--- config.mk ---
export PLATFORM = sky130hd
export DESIGN_NAME = input_group_pin_levels_to_6_gpio
export DESIGN_NICKNAME = d
export VERILOG_FILES = /design/src/logic/gpio_pkg.sv /design/src/logic/pin_sync.sv /design/src/logic/mixed_pin_mux.sv /design/src/logic/input_group_pin_levels_to_6_gpio.sv
export VERILOG_INCLUDE_DIRS = /design/src /design/src/logic
export SDC_FILE = /design/constraint.sdc
export NUM_CORES = 1
export LEC_CHECK = 0
export BUFFER_PORTS_ARGS = -buffer_cell sky130_fd_sc_hd__buf_4
export CELL_PAD_IN_SITES_DETAIL_PLACEMENT = 2
export CELL_PAD_IN_SITES_GLOBAL_PLACEMENT = 2
export CORE_ASPECT_RATIO = 1.25
export CORE_MARGIN = 2
export CORE_UTILIZATION = 37
export DETAILED_ROUTE_END_ITERATION = 8
export PLACE_DENSITY_LB_ADDON = 0.1
export SYNTH_ARGS = -nofsm -noshare
export SYNTH_HDL_FRONTEND = slang
export SYNTH_SLANG_ARGS = --single-unit
--- constraint.sdc ---
create_clock -name SYS_CLK -period 4.3 [get_ports SYS_CLK]
set_clock_uncertainty 0.15 [all_clocks]
set_input_delay 0.43 -clock SYS_CLK [delete_from_list [all_inputs] [get_ports SYS_CLK]]
set_output_delay 0.43 -clock SYS_CLK [all_outputs]
set_load 0.01 [all_outputs]
--- src/logic/gpio_regs.svh ---
/*
 Register offsets, reset values, field positions and read fillers for the
 port 4 to 6 pin logic. Assumes an 8-bit register port with a 4-bit address.
*/
`ifndef GPIO_REGS_SVH
`define GPIO_REGS_SVH

// Register offsets on the 4-bit address port
`define OFS_INPUT_GROUP_PIN_LEVELS 4'h0
`define OFS_MIXED_PORT_DIRECTION 4'h1
`define OFS_MIXED_PORT_OUTPUT_LATCH 4'h2
`define OFS_MIXED_PORT_PIN_LEVELS 4'h3
`define OFS_SIX_PIN_PORT_DIRECTION 4'h4
`define OFS_INTERRUPT_PIN_SELECT 4'h5

// Reset values
`define RST_MIXED_DIR 4'h0
`define RST_MIXED_LATCH 4'h0
`define RST_SIX_DIR 6'h00
`define RST_IRQ_SELECT 8'h00
`define RST_READ_DATA 8'h00

// Fillers for write-only and reserved read bits
`define FILL_MIXED_DIR_READ 8'hff
`define FILL_SIX_DIR_READ 6'h3f
`define FILL_RESERVED_ZERO 2'h0
`define FILL_LATCH_UPPER 4'h0
`define FILL_UNMAPPED 8'h00

// Field positions inside the mixed port and the six-pin port
`define MIX_LO_MSB 3
`define MIX_HI_LSB 4
`define MIX_HI_MSB 7
`define MIX_TRG_BIT 3
`define MIX_CLK_BIT 2
`define MIX_RXD_BIT 1
`define MIX_TXD_BIT 0
`define SIX_MSB 5

// Synchroniser fill count after reset
`define SYNC_FILL_RESET 2'h0
`define SYNC_FILL_STEP 2'h1
`define SYNC_FILL_DONE 2'h2

// Inactive level of the active-low request lines
`define REQ_IDLE 1'b1

`endif

--- src/logic/gpio_pkg.sv ---
/*
 Types shared by the port 4 to 6 pin logic.
 Assumes the constants come from gpio_regs.svh.
*/
package gpio_pkg;

	// Register selected by the current address
	typedef enum {
		SEL_INPUT_LEVELS,
		SEL_MIXED_DIR,
		SEL_MIXED_LATCH,
		SEL_MIXED_LEVELS,
		SEL_SIX_DIR,
		SEL_IRQ_SELECT,
		SEL_NONE
	} reg_sel_t;

	typedef logic [7:0] byte_t;
	typedef logic [3:0] nibble_t;

endpackage : gpio_pkg

--- src/logic/pin_sync.sv ---
/*
 Two-stage synchroniser for a group of external pin levels.
 Assumes the pins are quasi-static compared with the system clock.
*/
`timescale 1ns/10ps

module pin_sync #(
	parameter int WIDTH = 8
) (
	// Clock and reset
	input wire logic clk,
	input wire logic resetn,
	// Pins and synchronised levels
	input wire logic [WIDTH-1:0] pins,
	output logic [WIDTH-1:0] levels
);

	logic [WIDTH-1:0] meta_r;
	logic [WIDTH-1:0] level_r;

	// First stage feeds only the second stage
	always_ff @(posedge clk or negedge resetn)
	begin
		if (!resetn)
		begin
			meta_r <= '0;
			level_r <= '0;
		end
		else
		begin
			meta_r <= pins;
			level_r <= meta_r;
		end
	end

	assign levels = level_r;

endmodule : pin_sync

--- src/logic/mixed_pin_mux.sv ---
/*
 Output and enable selection for the four two-way mixed port pins.
 Assumes the serial channel control bits arrive as levels from that channel.
*/
`timescale 1ns/10ps
`include "gpio_regs.svh"

module mixed_pin_mux (
	// General I/O settings
	input wire logic [3:0] dir,
	input wire logic [3:0] latch,
	// Serial channel ownership
	input wire logic clock_enable_high,
	input wire logic clock_enable_low,
	input wire logic clocked_mode,
	input wire logic receive_enable,
	input wire logic transmit_enable,
	input wire logic ser_clk_out,
	input wire logic ser_txd,
	// Next pin drive
	output logic [3:0] out_nxt,
	output logic [3:0] oe_nxt
);

	wire clk_is_input = clock_enable_high;
	wire clk_is_output = !clock_enable_high && (clocked_mode || clock_enable_low);

	// Trigger pin keeps plain general I/O behaviour
	assign out_nxt[`MIX_TRG_BIT] = latch[`MIX_TRG_BIT];
	assign oe_nxt[`MIX_TRG_BIT] = dir[`MIX_TRG_BIT];

	// Clock pin: input wins, then output, else general I/O
	assign out_nxt[`MIX_CLK_BIT] = clk_is_output ? ser_clk_out : latch[`MIX_CLK_BIT];
	assign oe_nxt[`MIX_CLK_BIT] = clk_is_input ? 1'b0 :
		(clk_is_output ? 1'b1 : dir[`MIX_CLK_BIT]);

	// Receive pin is forced to input while receiving
	assign out_nxt[`MIX_RXD_BIT] = latch[`MIX_RXD_BIT];
	assign oe_nxt[`MIX_RXD_BIT] = receive_enable ? 1'b0 : dir[`MIX_RXD_BIT];

	// Transmit pin carries channel data while transmitting
	assign out_nxt[`MIX_TXD_BIT] = transmit_enable ? ser_txd : latch[`MIX_TXD_BIT];
	assign oe_nxt[`MIX_TXD_BIT] = transmit_enable ? 1'b1 : dir[`MIX_TXD_BIT];

endmodule : mixed_pin_mux

--- src/logic/input_group_pin_levels_to_6_gpio.sv ---
/*
 General-purpose pin logic for three port groups: an eight-pin input-only
 group, a mixed port with four two-way and four input-only pins, and the
 direction register of a six-pin two-way port.
 Assumes an 8-bit register port with read data one cycle after the read
 strobe, and serial and converter blocks elsewhere that supply
 their control levels as ports.
 Request outputs stay idle for the first two edges after reset while the
 pin synchronisers fill, so a reset never shows up as a pin edge on an
 interrupt, trigger or serial input.
*/
// The implementer's own choices: the register addresses and the plain strobed port.
// Notes on behaviour
// - Input group level register, read only
// - Input group reads live levels, no direction
// - Mixed port: two-way low half, input upper
// - Mixed direction reads undefined, never stored bits
// - Direction one drives, zero inputs, reset zero
// - Mixed direction upper bits reserved, read undefined
// - Output latch low four bits, reset zero
// - Output latch upper bits read zero, ignored
// - Mixed level register upper bits live, read only
// - Low bits read latch if output, else pin
// - Interrupt request follows pin while select zero
// - Pin three triggers converter when sources zero
// - Pin two serial clock in, out, else I/O
// - Pin one receives while receive enabled
// - Pin zero transmits while transmit enabled
// - Six-pin port is two-way, shared with peripherals
// - Six-pin direction write only, reads undefined
// - Six-pin direction one output, reset zero
// - Six-pin direction reserved bits read zero
`timescale 1ns/10ps
`include "gpio_regs.svh"

module input_group_pin_levels_to_6_gpio (
	// Clock and reset
	input wire logic SYS_CLK,
	input wire logic RESETN,
	// Register port
	input wire logic [3:0] ADDR,
	input wire logic [7:0] WR_DATA,
	input wire logic WR_STROBE,
	input wire logic RD_STROBE,
	output logic [7:0] RD_DATA,
	// Input-only group pins
	input wire logic [7:0] INPUT_GROUP_PIN,
	// Mixed port pins
	input wire logic [7:0] MIXED_PIN_IN,
	output logic [3:0] MIXED_PIN_OUT,
	output logic [3:0] MIXED_PIN_OE,
	// Six-pin port pins
	input wire logic [5:0] SIX_PIN_OUT_VALUE,
	output logic [5:0] SIX_PIN_OUT,
	output logic [5:0] SIX_PIN_OE,
	// Serial channel control and data
	input wire logic CLOCK_ENABLE_HIGH,
	input wire logic CLOCK_ENABLE_LOW,
	input wire logic CLOCKED_MODE,
	input wire logic RECEIVE_ENABLE,
	input wire logic TRANSMIT_ENABLE,
	input wire logic SERIAL_CLOCK_OUT,
	input wire logic SERIAL_TRANSMIT_DATA,
	output logic SERIAL_CLOCK_IN,
	output logic SERIAL_RECEIVE_DATA,
	// Converter trigger
	input wire logic TRIGGER_SOURCE_SELECT_HIGH,
	input wire logic TRIGGER_SOURCE_SELECT_LOW,
	output logic CONVERTER_EXTERNAL_TRIGGER_N,
	// Interrupt requests
	output logic [7:0] IRQ_REQUEST_N
);

	////////////////////////////////////////////////////////////////////////
	// Declarations

	// Decode results and next pin drive
	gpio_pkg::reg_sel_t sel;
	gpio_pkg::byte_t input_levels;
	gpio_pkg::byte_t mixed_levels;
	gpio_pkg::byte_t read_mux;
	gpio_pkg::byte_t read_data_nxt;
	gpio_pkg::nibble_t mixed_out_nxt;
	gpio_pkg::nibble_t mixed_oe_nxt;

	// Synchroniser fill and request values
	logic [1:0] fill_nxt;
	logic sync_full;
	logic clock_in_nxt;
	logic rxd_nxt;
	logic trigger_nxt;
	gpio_pkg::nibble_t irq_hi_nxt;
	gpio_pkg::nibble_t irq_lo_nxt;
	gpio_pkg::byte_t irq_nxt;

	// Registers
	gpio_pkg::nibble_t mixed_dir_r;
	gpio_pkg::nibble_t mixed_latch_r;
	logic [5:0] six_dir_r;
	gpio_pkg::byte_t irq_select_r;
	gpio_pkg::byte_t read_data_r;
	gpio_pkg::nibble_t mixed_out_r;
	gpio_pkg::nibble_t mixed_oe_r;
	logic [5:0] six_out_r;
	logic serial_clock_in_r;
	logic serial_rxd_r;
	logic trigger_n_r;
	gpio_pkg::byte_t irq_n_r;
	logic [1:0] fill_r;

	////////////////////////////////////////////////////////////////////////
	// Functions

	// Per-bit choice between the output latch and the pin level
	function automatic gpio_pkg::nibble_t latch_or_pin(
		input gpio_pkg::nibble_t dir,
		input gpio_pkg::nibble_t latch,
		input gpio_pkg::nibble_t pin
	);
		latch_or_pin = (dir & latch) | (~dir & pin);
	endfunction : latch_or_pin

	// Request line: pin level when routed, idle level otherwise
	function automatic logic req_level(
		input logic routed,
		input logic pin
	);
		req_level = routed ? pin : `REQ_IDLE;
	endfunction : req_level

	////////////////////////////////////////////////////////////////////////
	// Pin synchronisers

	// All pins are asynchronous to the system clock
	pin_sync #(
		.WIDTH(8)
	) u_input_group_sync (
		.clk(SYS_CLK),
		.resetn(RESETN),
		.pins(INPUT_GROUP_PIN),
		.levels(input_levels)
	);

	pin_sync #(
		.WIDTH(8)
	) u_mixed_sync (
		.clk(SYS_CLK),
		.resetn(RESETN),
		.pins(MIXED_PIN_IN),
		.levels(mixed_levels)
	);

	////////////////////////////////////////////////////////////////////////
	// Address decode

	// One register per address, everything else unmapped
	assign sel = (ADDR == `OFS_INPUT_GROUP_PIN_LEVELS) ? gpio_pkg::SEL_INPUT_LEVELS :
		(ADDR == `OFS_MIXED_PORT_DIRECTION) ? gpio_pkg::SEL_MIXED_DIR :
		(ADDR == `OFS_MIXED_PORT_OUTPUT_LATCH) ? gpio_pkg::SEL_MIXED_LATCH :
		(ADDR == `OFS_MIXED_PORT_PIN_LEVELS) ? gpio_pkg::SEL_MIXED_LEVELS :
		(ADDR == `OFS_SIX_PIN_PORT_DIRECTION) ? gpio_pkg::SEL_SIX_DIR :
		(ADDR == `OFS_INTERRUPT_PIN_SELECT) ? gpio_pkg::SEL_IRQ_SELECT :
		gpio_pkg::SEL_NONE;

	wire wr_mixed_dir = WR_STROBE && (sel == gpio_pkg::SEL_MIXED_DIR);
	wire wr_mixed_latch = WR_STROBE && (sel == gpio_pkg::SEL_MIXED_LATCH);
	wire wr_six_dir = WR_STROBE && (sel == gpio_pkg::SEL_SIX_DIR);
	wire wr_irq_select = WR_STROBE && (sel == gpio_pkg::SEL_IRQ_SELECT);

	////////////////////////////////////////////////////////////////////////
	// Writable registers

	// Mixed direction: only the two-way half is stored
	always_ff @(posedge SYS_CLK or negedge RESETN)
	begin
		if (!RESETN)
			mixed_dir_r <= `RST_MIXED_DIR;
		else if (wr_mixed_dir)
			mixed_dir_r <= WR_DATA[`MIX_LO_MSB:0];
	end

	// Output latch: upper write bits are dropped
	always_ff @(posedge SYS_CLK or negedge RESETN)
	begin
		if (!RESETN)
			mixed_latch_r <= `RST_MIXED_LATCH;
		else if (wr_mixed_latch)
			mixed_latch_r <= WR_DATA[`MIX_LO_MSB:0];
	end

	// Six-pin direction, reserved bits never stored
	always_ff @(posedge SYS_CLK or negedge RESETN)
	begin
		if (!RESETN)
			six_dir_r <= `RST_SIX_DIR;
		else if (wr_six_dir)
			six_dir_r <= WR_DATA[`SIX_MSB:0];
	end

	// Interrupt pin selection
	always_ff @(posedge SYS_CLK or negedge RESETN)
	begin
		if (!RESETN)
			irq_select_r <= `RST_IRQ_SELECT;
		else if (wr_irq_select)
			irq_select_r <= WR_DATA;
	end

	////////////////////////////////////////////////////////////////////////
	// Read path

	// Level registers ignore writes by having no write decode
	assign read_mux =
		(sel == gpio_pkg::SEL_INPUT_LEVELS) ? input_levels :
		(sel == gpio_pkg::SEL_MIXED_DIR) ? `FILL_MIXED_DIR_READ :
		(sel == gpio_pkg::SEL_MIXED_LATCH) ? {`FILL_LATCH_UPPER, mixed_latch_r} :
		(sel == gpio_pkg::SEL_MIXED_LEVELS) ?
			{mixed_levels[`MIX_HI_MSB:`MIX_HI_LSB],
			latch_or_pin(mixed_dir_r, mixed_latch_r, mixed_levels[`MIX_LO_MSB:0])} :
		(sel == gpio_pkg::SEL_SIX_DIR) ? {`FILL_RESERVED_ZERO, `FILL_SIX_DIR_READ} :
		(sel == gpio_pkg::SEL_IRQ_SELECT) ? irq_select_r :
		`FILL_UNMAPPED;

	// Data stands only in the cycle after the strobe
	assign read_data_nxt = RD_STROBE ? read_mux : `RST_READ_DATA;

	always_ff @(posedge SYS_CLK or negedge RESETN)
	begin
		if (!RESETN)
			read_data_r <= `RST_READ_DATA;
		else
			read_data_r <= read_data_nxt;
	end

	assign RD_DATA = read_data_r;

	////////////////////////////////////////////////////////////////////////
	// Mixed port pin drive

	// Only the low half has drivers; the upper half is input only
	mixed_pin_mux u_mixed_pin_mux (
		.dir(mixed_dir_r),
		.latch(mixed_latch_r),
		.clock_enable_high(CLOCK_ENABLE_HIGH),
		.clock_enable_low(CLOCK_ENABLE_LOW),
		.clocked_mode(CLOCKED_MODE),
		.receive_enable(RECEIVE_ENABLE),
		.transmit_enable(TRANSMIT_ENABLE),
		.ser_clk_out(SERIAL_CLOCK_OUT),
		.ser_txd(SERIAL_TRANSMIT_DATA),
		.out_nxt(mixed_out_nxt),
		.oe_nxt(mixed_oe_nxt)
	);

	// Registered drive; costs one cycle of latency on the serial clock
	always_ff @(posedge SYS_CLK or negedge RESETN)
	begin
		if (!RESETN)
		begin
			mixed_out_r <= `RST_MIXED_LATCH;
			mixed_oe_r <= `RST_MIXED_DIR;
		end
		else
		begin
			mixed_out_r <= mixed_out_nxt;
			mixed_oe_r <= mixed_oe_nxt;
		end
	end

	assign MIXED_PIN_OUT = mixed_out_r;
	assign MIXED_PIN_OE = mixed_oe_r;

	////////////////////////////////////////////////////////////////////////
	// Six-pin port drive

	// Output value belongs to the port's data logic elsewhere
	always_ff @(posedge SYS_CLK or negedge RESETN)
	begin
		if (!RESETN)
			six_out_r <= `RST_SIX_DIR;
		else
			six_out_r <= SIX_PIN_OUT_VALUE;
	end

	assign SIX_PIN_OUT = six_out_r;
	assign SIX_PIN_OE = six_dir_r;

	////////////////////////////////////////////////////////////////////////
	// Peripheral inputs taken from the mixed port

	// Synchroniser stages reset low, but request pins idle high
	assign fill_nxt = sync_full ? fill_r : fill_r + `SYNC_FILL_STEP;
	// Full once both stages have taken a real pin sample
	assign sync_full = (fill_r == `SYNC_FILL_DONE);

	// Saturates, so it costs nothing once the port is running
	always_ff @(posedge SYS_CLK or negedge RESETN)
	begin
		if (!RESETN)
			fill_r <= `SYNC_FILL_RESET;
		else
			fill_r <= fill_nxt;
	end

	// Routing decisions, all held off until the synchroniser is full
	wire clk_routed = sync_full && CLOCK_ENABLE_HIGH;
	wire rxd_routed = sync_full && RECEIVE_ENABLE;
	wire trg_routed = sync_full && !TRIGGER_SOURCE_SELECT_HIGH && !TRIGGER_SOURCE_SELECT_LOW;

	// Single-bit request values: pin level when routed, idle otherwise
	assign clock_in_nxt = req_level(clk_routed, mixed_levels[`MIX_CLK_BIT]);
	assign rxd_nxt = req_level(rxd_routed, mixed_levels[`MIX_RXD_BIT]);
	assign trigger_nxt = req_level(trg_routed, mixed_levels[`MIX_TRG_BIT]);

	// Requests 7 to 4 from the input-only half, 3 to 0 from the two-way half
	assign irq_hi_nxt = mixed_levels[`MIX_HI_MSB:`MIX_HI_LSB]
		| irq_select_r[`MIX_HI_MSB:`MIX_HI_LSB];
	assign irq_lo_nxt = mixed_levels[`MIX_LO_MSB:0] | irq_select_r[`MIX_LO_MSB:0];
	assign irq_nxt = sync_full ? {irq_hi_nxt, irq_lo_nxt} : {8{`REQ_IDLE}};

	// Requests idle high when not routed so no spurious edge
	always_ff @(posedge SYS_CLK or negedge RESETN)
	begin
		if (!RESETN)
		begin
			serial_clock_in_r <= `REQ_IDLE;
			serial_rxd_r <= `REQ_IDLE;
			trigger_n_r <= `REQ_IDLE;
			irq_n_r <= {8{`REQ_IDLE}};
		end
		else
		begin
			serial_clock_in_r <= clock_in_nxt;
			serial_rxd_r <= rxd_nxt;
			trigger_n_r <= trigger_nxt;
			irq_n_r <= irq_nxt;
		end
	end

	assign SERIAL_CLOCK_IN = serial_clock_in_r;
	assign SERIAL_RECEIVE_DATA = serial_rxd_r;
	assign CONVERTER_EXTERNAL_TRIGGER_N = trigger_n_r;
	assign IRQ_REQUEST_N = irq_n_r;

endmodule : input_group_pin_levels_to_6_gpio

==> summary.md <==
| Metric | Value |
|---|---|
| Outcome | finished, final reports clean |
| Final wirelength | 7840 um |
| CP required | 4.44 ns |
| Syn Area/Cell | 14.71 sq um |
| MaxCap Viol Count | 0 |
| Hold slack | 0.01768 ns |
| Psw | 0.4916 mW |
| Commonest cells post-synth | dfrtp_1 (78), mux2_2 (24), nand2_1 (19), nor2_1 (14), dfstp_2 (11) |
| Peak VDD IR | 0.2271 mV |
| Post-Syn Instances | 209 |
| Number of global-route vias before repair | 2322 |
| Vias | 2092 |
| Cell Chain, Critical Path | inv_1 -> ha_1 -> or4b_2 |
| Worst Path Class, Setup | flop to flop |
| Sequential share of power | 50.5% |
| Sw frac | 24.89% |
| P_int | 1.483 mW |
| Comb power frac | 13.6% |
| Core area | 0.008148 sq mm |
| Util after Layout | 51.64% |
| Primary FF master, synth | dfrtp_1 |
| Die Wd | 85.53 um |
| ANT cells | 0 |
| EDFF count, synth | 0 |
| Total gr overflow | 0 |
| Arr. time, crit path | 1.98 ns |
| Async set-reset flop share out of synthesis | 100.0% |
| P per Cell Area | 469.3 mW/mm^2 |
| Total CTS buffers | 9 |
| CP max stage delay | 0.63 ns |
| Yosys reg bits | 89 |
| Fin crit period | 1.843 ns |
| Crit path max fanout | 14 |
| Antenna-violating nets left | 0 |
| Port bufs | 85 |
| First-pass GRT wire length | 12160 um |
| Pin count of the biggest net entering global routing | 90 |
| Die Area | 0.009058 sq mm |
| Yosys warns | 0 |
| Die H | 105.9 um |
| Layout cells sized above 1 | 46.08% |
| Mapped cell area | 0.003074 sq mm |
| Distinct cell type count after synthesis | 30 |
| Leak | 1.954 nW |
| Syn nets | 257 |
| Post-CTS setup buffers | 0 |
| CTS root buf | clkbuf_8 |
| Ranking of synthesized cells by area | dfrtp_1 (63%), dfstp_2 (9.4%), mux2_2 (8.8%), nand2_1 (2.3%), nand3b_1 (1.7%) |
| FMAX | 0.5427 GHz |
| DRT Pass-1 Iters | 4 |
| Global-route usage over all layers | 18.32% |
| CP endpoint kind | flop |
| Routed length per instance | 18.85 um |
| Relative slew slack | 26.56% |
| Drt via density | 5.029 |
| Initial DRC Count | 105 |
| Post-CTS Resized | 0 |
| Period Utilization, post-route | 42.85% |
| Critical-path top delay cell | or4b_2 |
| Yosys top cell by area | dfrtp_1 |
| Worst-Skew Late Latency | 0.36 ns |
| Initial antenna violation count | 0 |
| Fin Setup TNS | 0 ns |
| DRC viols | 0 |
| Nets | 362 |
| HP Class | input port to flop |
| Initial Util | 37.73% |
| Clock power frac | 35.8% |
| Register area share after synthesis | 72.89% |
| Final Hold Viols | 0 |
| CTS tree | done |
| Max Slew Vio Count | 0 |
| Most common cell in the synthesized netlist | dfrtp_1 |
| Top cell type's share of synthesized area | 63.49% |
| Worst Tran Pin Value | 1.102 ns |
| I/O pins | 86 |
| CTS hold repair buffers | 14 |
| CTS sink count | 89 |
| Cell row count | 37 |
| Final setup fails | 0 |
| Maximum clock insertion buffer count | 2 |
| Clock transition at the registers of the reported paths | 0.09 ns |
| H-tree depth | 3 |
| CP startpoint kind | flop |
| RSZ-0062 raised after global routing | no |
| Syn-to-layout area delta | 36.87% |
| Final GP Congestion | 0.8231 |
layout by cell type, fill, tap and decap left out, drive strengths merged, types with 2 or more instances in the layout:
| cell | n |
|---|---|
| o21ai | 5 |
| a32oi | 4 |
| o21bai | 2 |
| o221a | 4 |
| nand2 | 19 |
| a22oi | 2 |
| dlygate4sd3 | 15 |
| nand3b | 7 |
| a21oi | 8 |
| o22ai | 2 |
| mux2 | 24 |
| o41ai | 2 |
| bufinv | 3 |
| dfstp | 11 |
| nor2b | 5 |
| dfrtp | 78 |
| buf | 85 |
| nor2 | 14 |
| or3b | 3 |
| clkbuf | 9 |
| inv | 7 |
logic make-up after synthesis:
logic type,Yosys count,synth area share (%)
compound gates,29,6.674
buf+inv,10,1.261
fa+ha+maj,1,0.4069
simple gates,55,9.687
xor+xnor,1,0.2850
flops,89,72.89
mux,24,8.791
through the flow:
stage	total power [mW]	cell area [sq um]	std cells	setup slack [ns]
floorplan	1.111	3074	209	2.611
global placement	1.262	3810	385	2.313
detailed placement	1.273	3810	385	2.268
CTS	1.997	4198	415	2.407
global route	2.069	4208	416	2.354
finish	1.975	4208	416	2.457
registers in the layout, indices dropped and copies added (netlist names):
| signal | cells |
|---|---|
| irq_select_r | 8 |
| fill_r | 2 |
| mixed_latch_r | 4 |
| SIX_PIN_OUT | 6 |
| SERIAL_CLOCK_IN | 1 |
| u_input_group_sync.meta_r | 8 |
| u_mixed_sync.meta_r | 8 |
| mixed_dir_r | 4 |
| SERIAL_RECEIVE_DATA | 1 |
| IRQ_REQUEST_N | 8 |
| MIXED_PIN_OUT | 4 |
| SIX_PIN_OE | 6 |
| CONVERTER_EXTERNAL_TRIGGER_N | 1 |
| MIXED_PIN_OE | 4 |
| RD_DATA | 8 |
| u_input_group_sync.levels | 8 |
| u_mixed_sync.levels | 8 |
final cells by class:
class                      count  area [sq um]
fill                         772          3940
multi-input combinational    110         794.5
sequential                    89          2241
timing repair buffer         100         788.3
inverter                       4         15.01
clock buffer                   9         123.9
clock inverter                 7         123.9
tap                           97         121.4
power by group through the flow:
stage | clock network [mW] | logic (mW) | registers (mW)
floorplan | 0 | 0.0945 | 1.02
global placement | 0 | 0.252 | 1.01
detailed placement | 0 | 0.260 | 1.01
CTS | 0.723 | 0.274 | 1.00
global route | 0.763 | 0.294 | 1.01
finish | 0.708 | 0.269 | 0.998
metal layers:
layer / GRT usage (%) / routed length (um) / vias to the layer above
met5: 0 / 0 / -
met4: 6.803 / 157 / 0
met3: 3.960 / 319 / 14
met2: 32.65 / 4347 / 61
met1: 21.42 / 3016 / 1082
li1: - / - / 935
critical path, delay by kind of cell (launching register included):
family	cells	cell delay, ns
buffers and inverters	1	0.06
DFF	1	0.40
adders and majority gates	1	0.52
and+or+nand+nor	1	0.63
worst paths after layout:
path	from	end	slack [ns]	cells past startpoint
max	fill_r[0]	CONVERTER_EXTERNAL_TRIGGER_N	2.46	3
min	INPUT_GROUP_PIN[4]	u_input_group_sync.meta_r[4]	0.02	1
max reg2reg	fill_r[0]	CONVERTER_EXTERNAL_TRIGGER_N	2.46	3
min reg2reg	u_input_group_sync.meta_r[6]	u_input_group_sync.levels[6]	0.20	0
max in group asynchronous	RESETN	MIXED_PIN_OE[3]	3.18	1
min in group asynchronous	RESETN	fill_r[0]	0.09	1
Note: power is estimated with default switching activity, not from simulation.
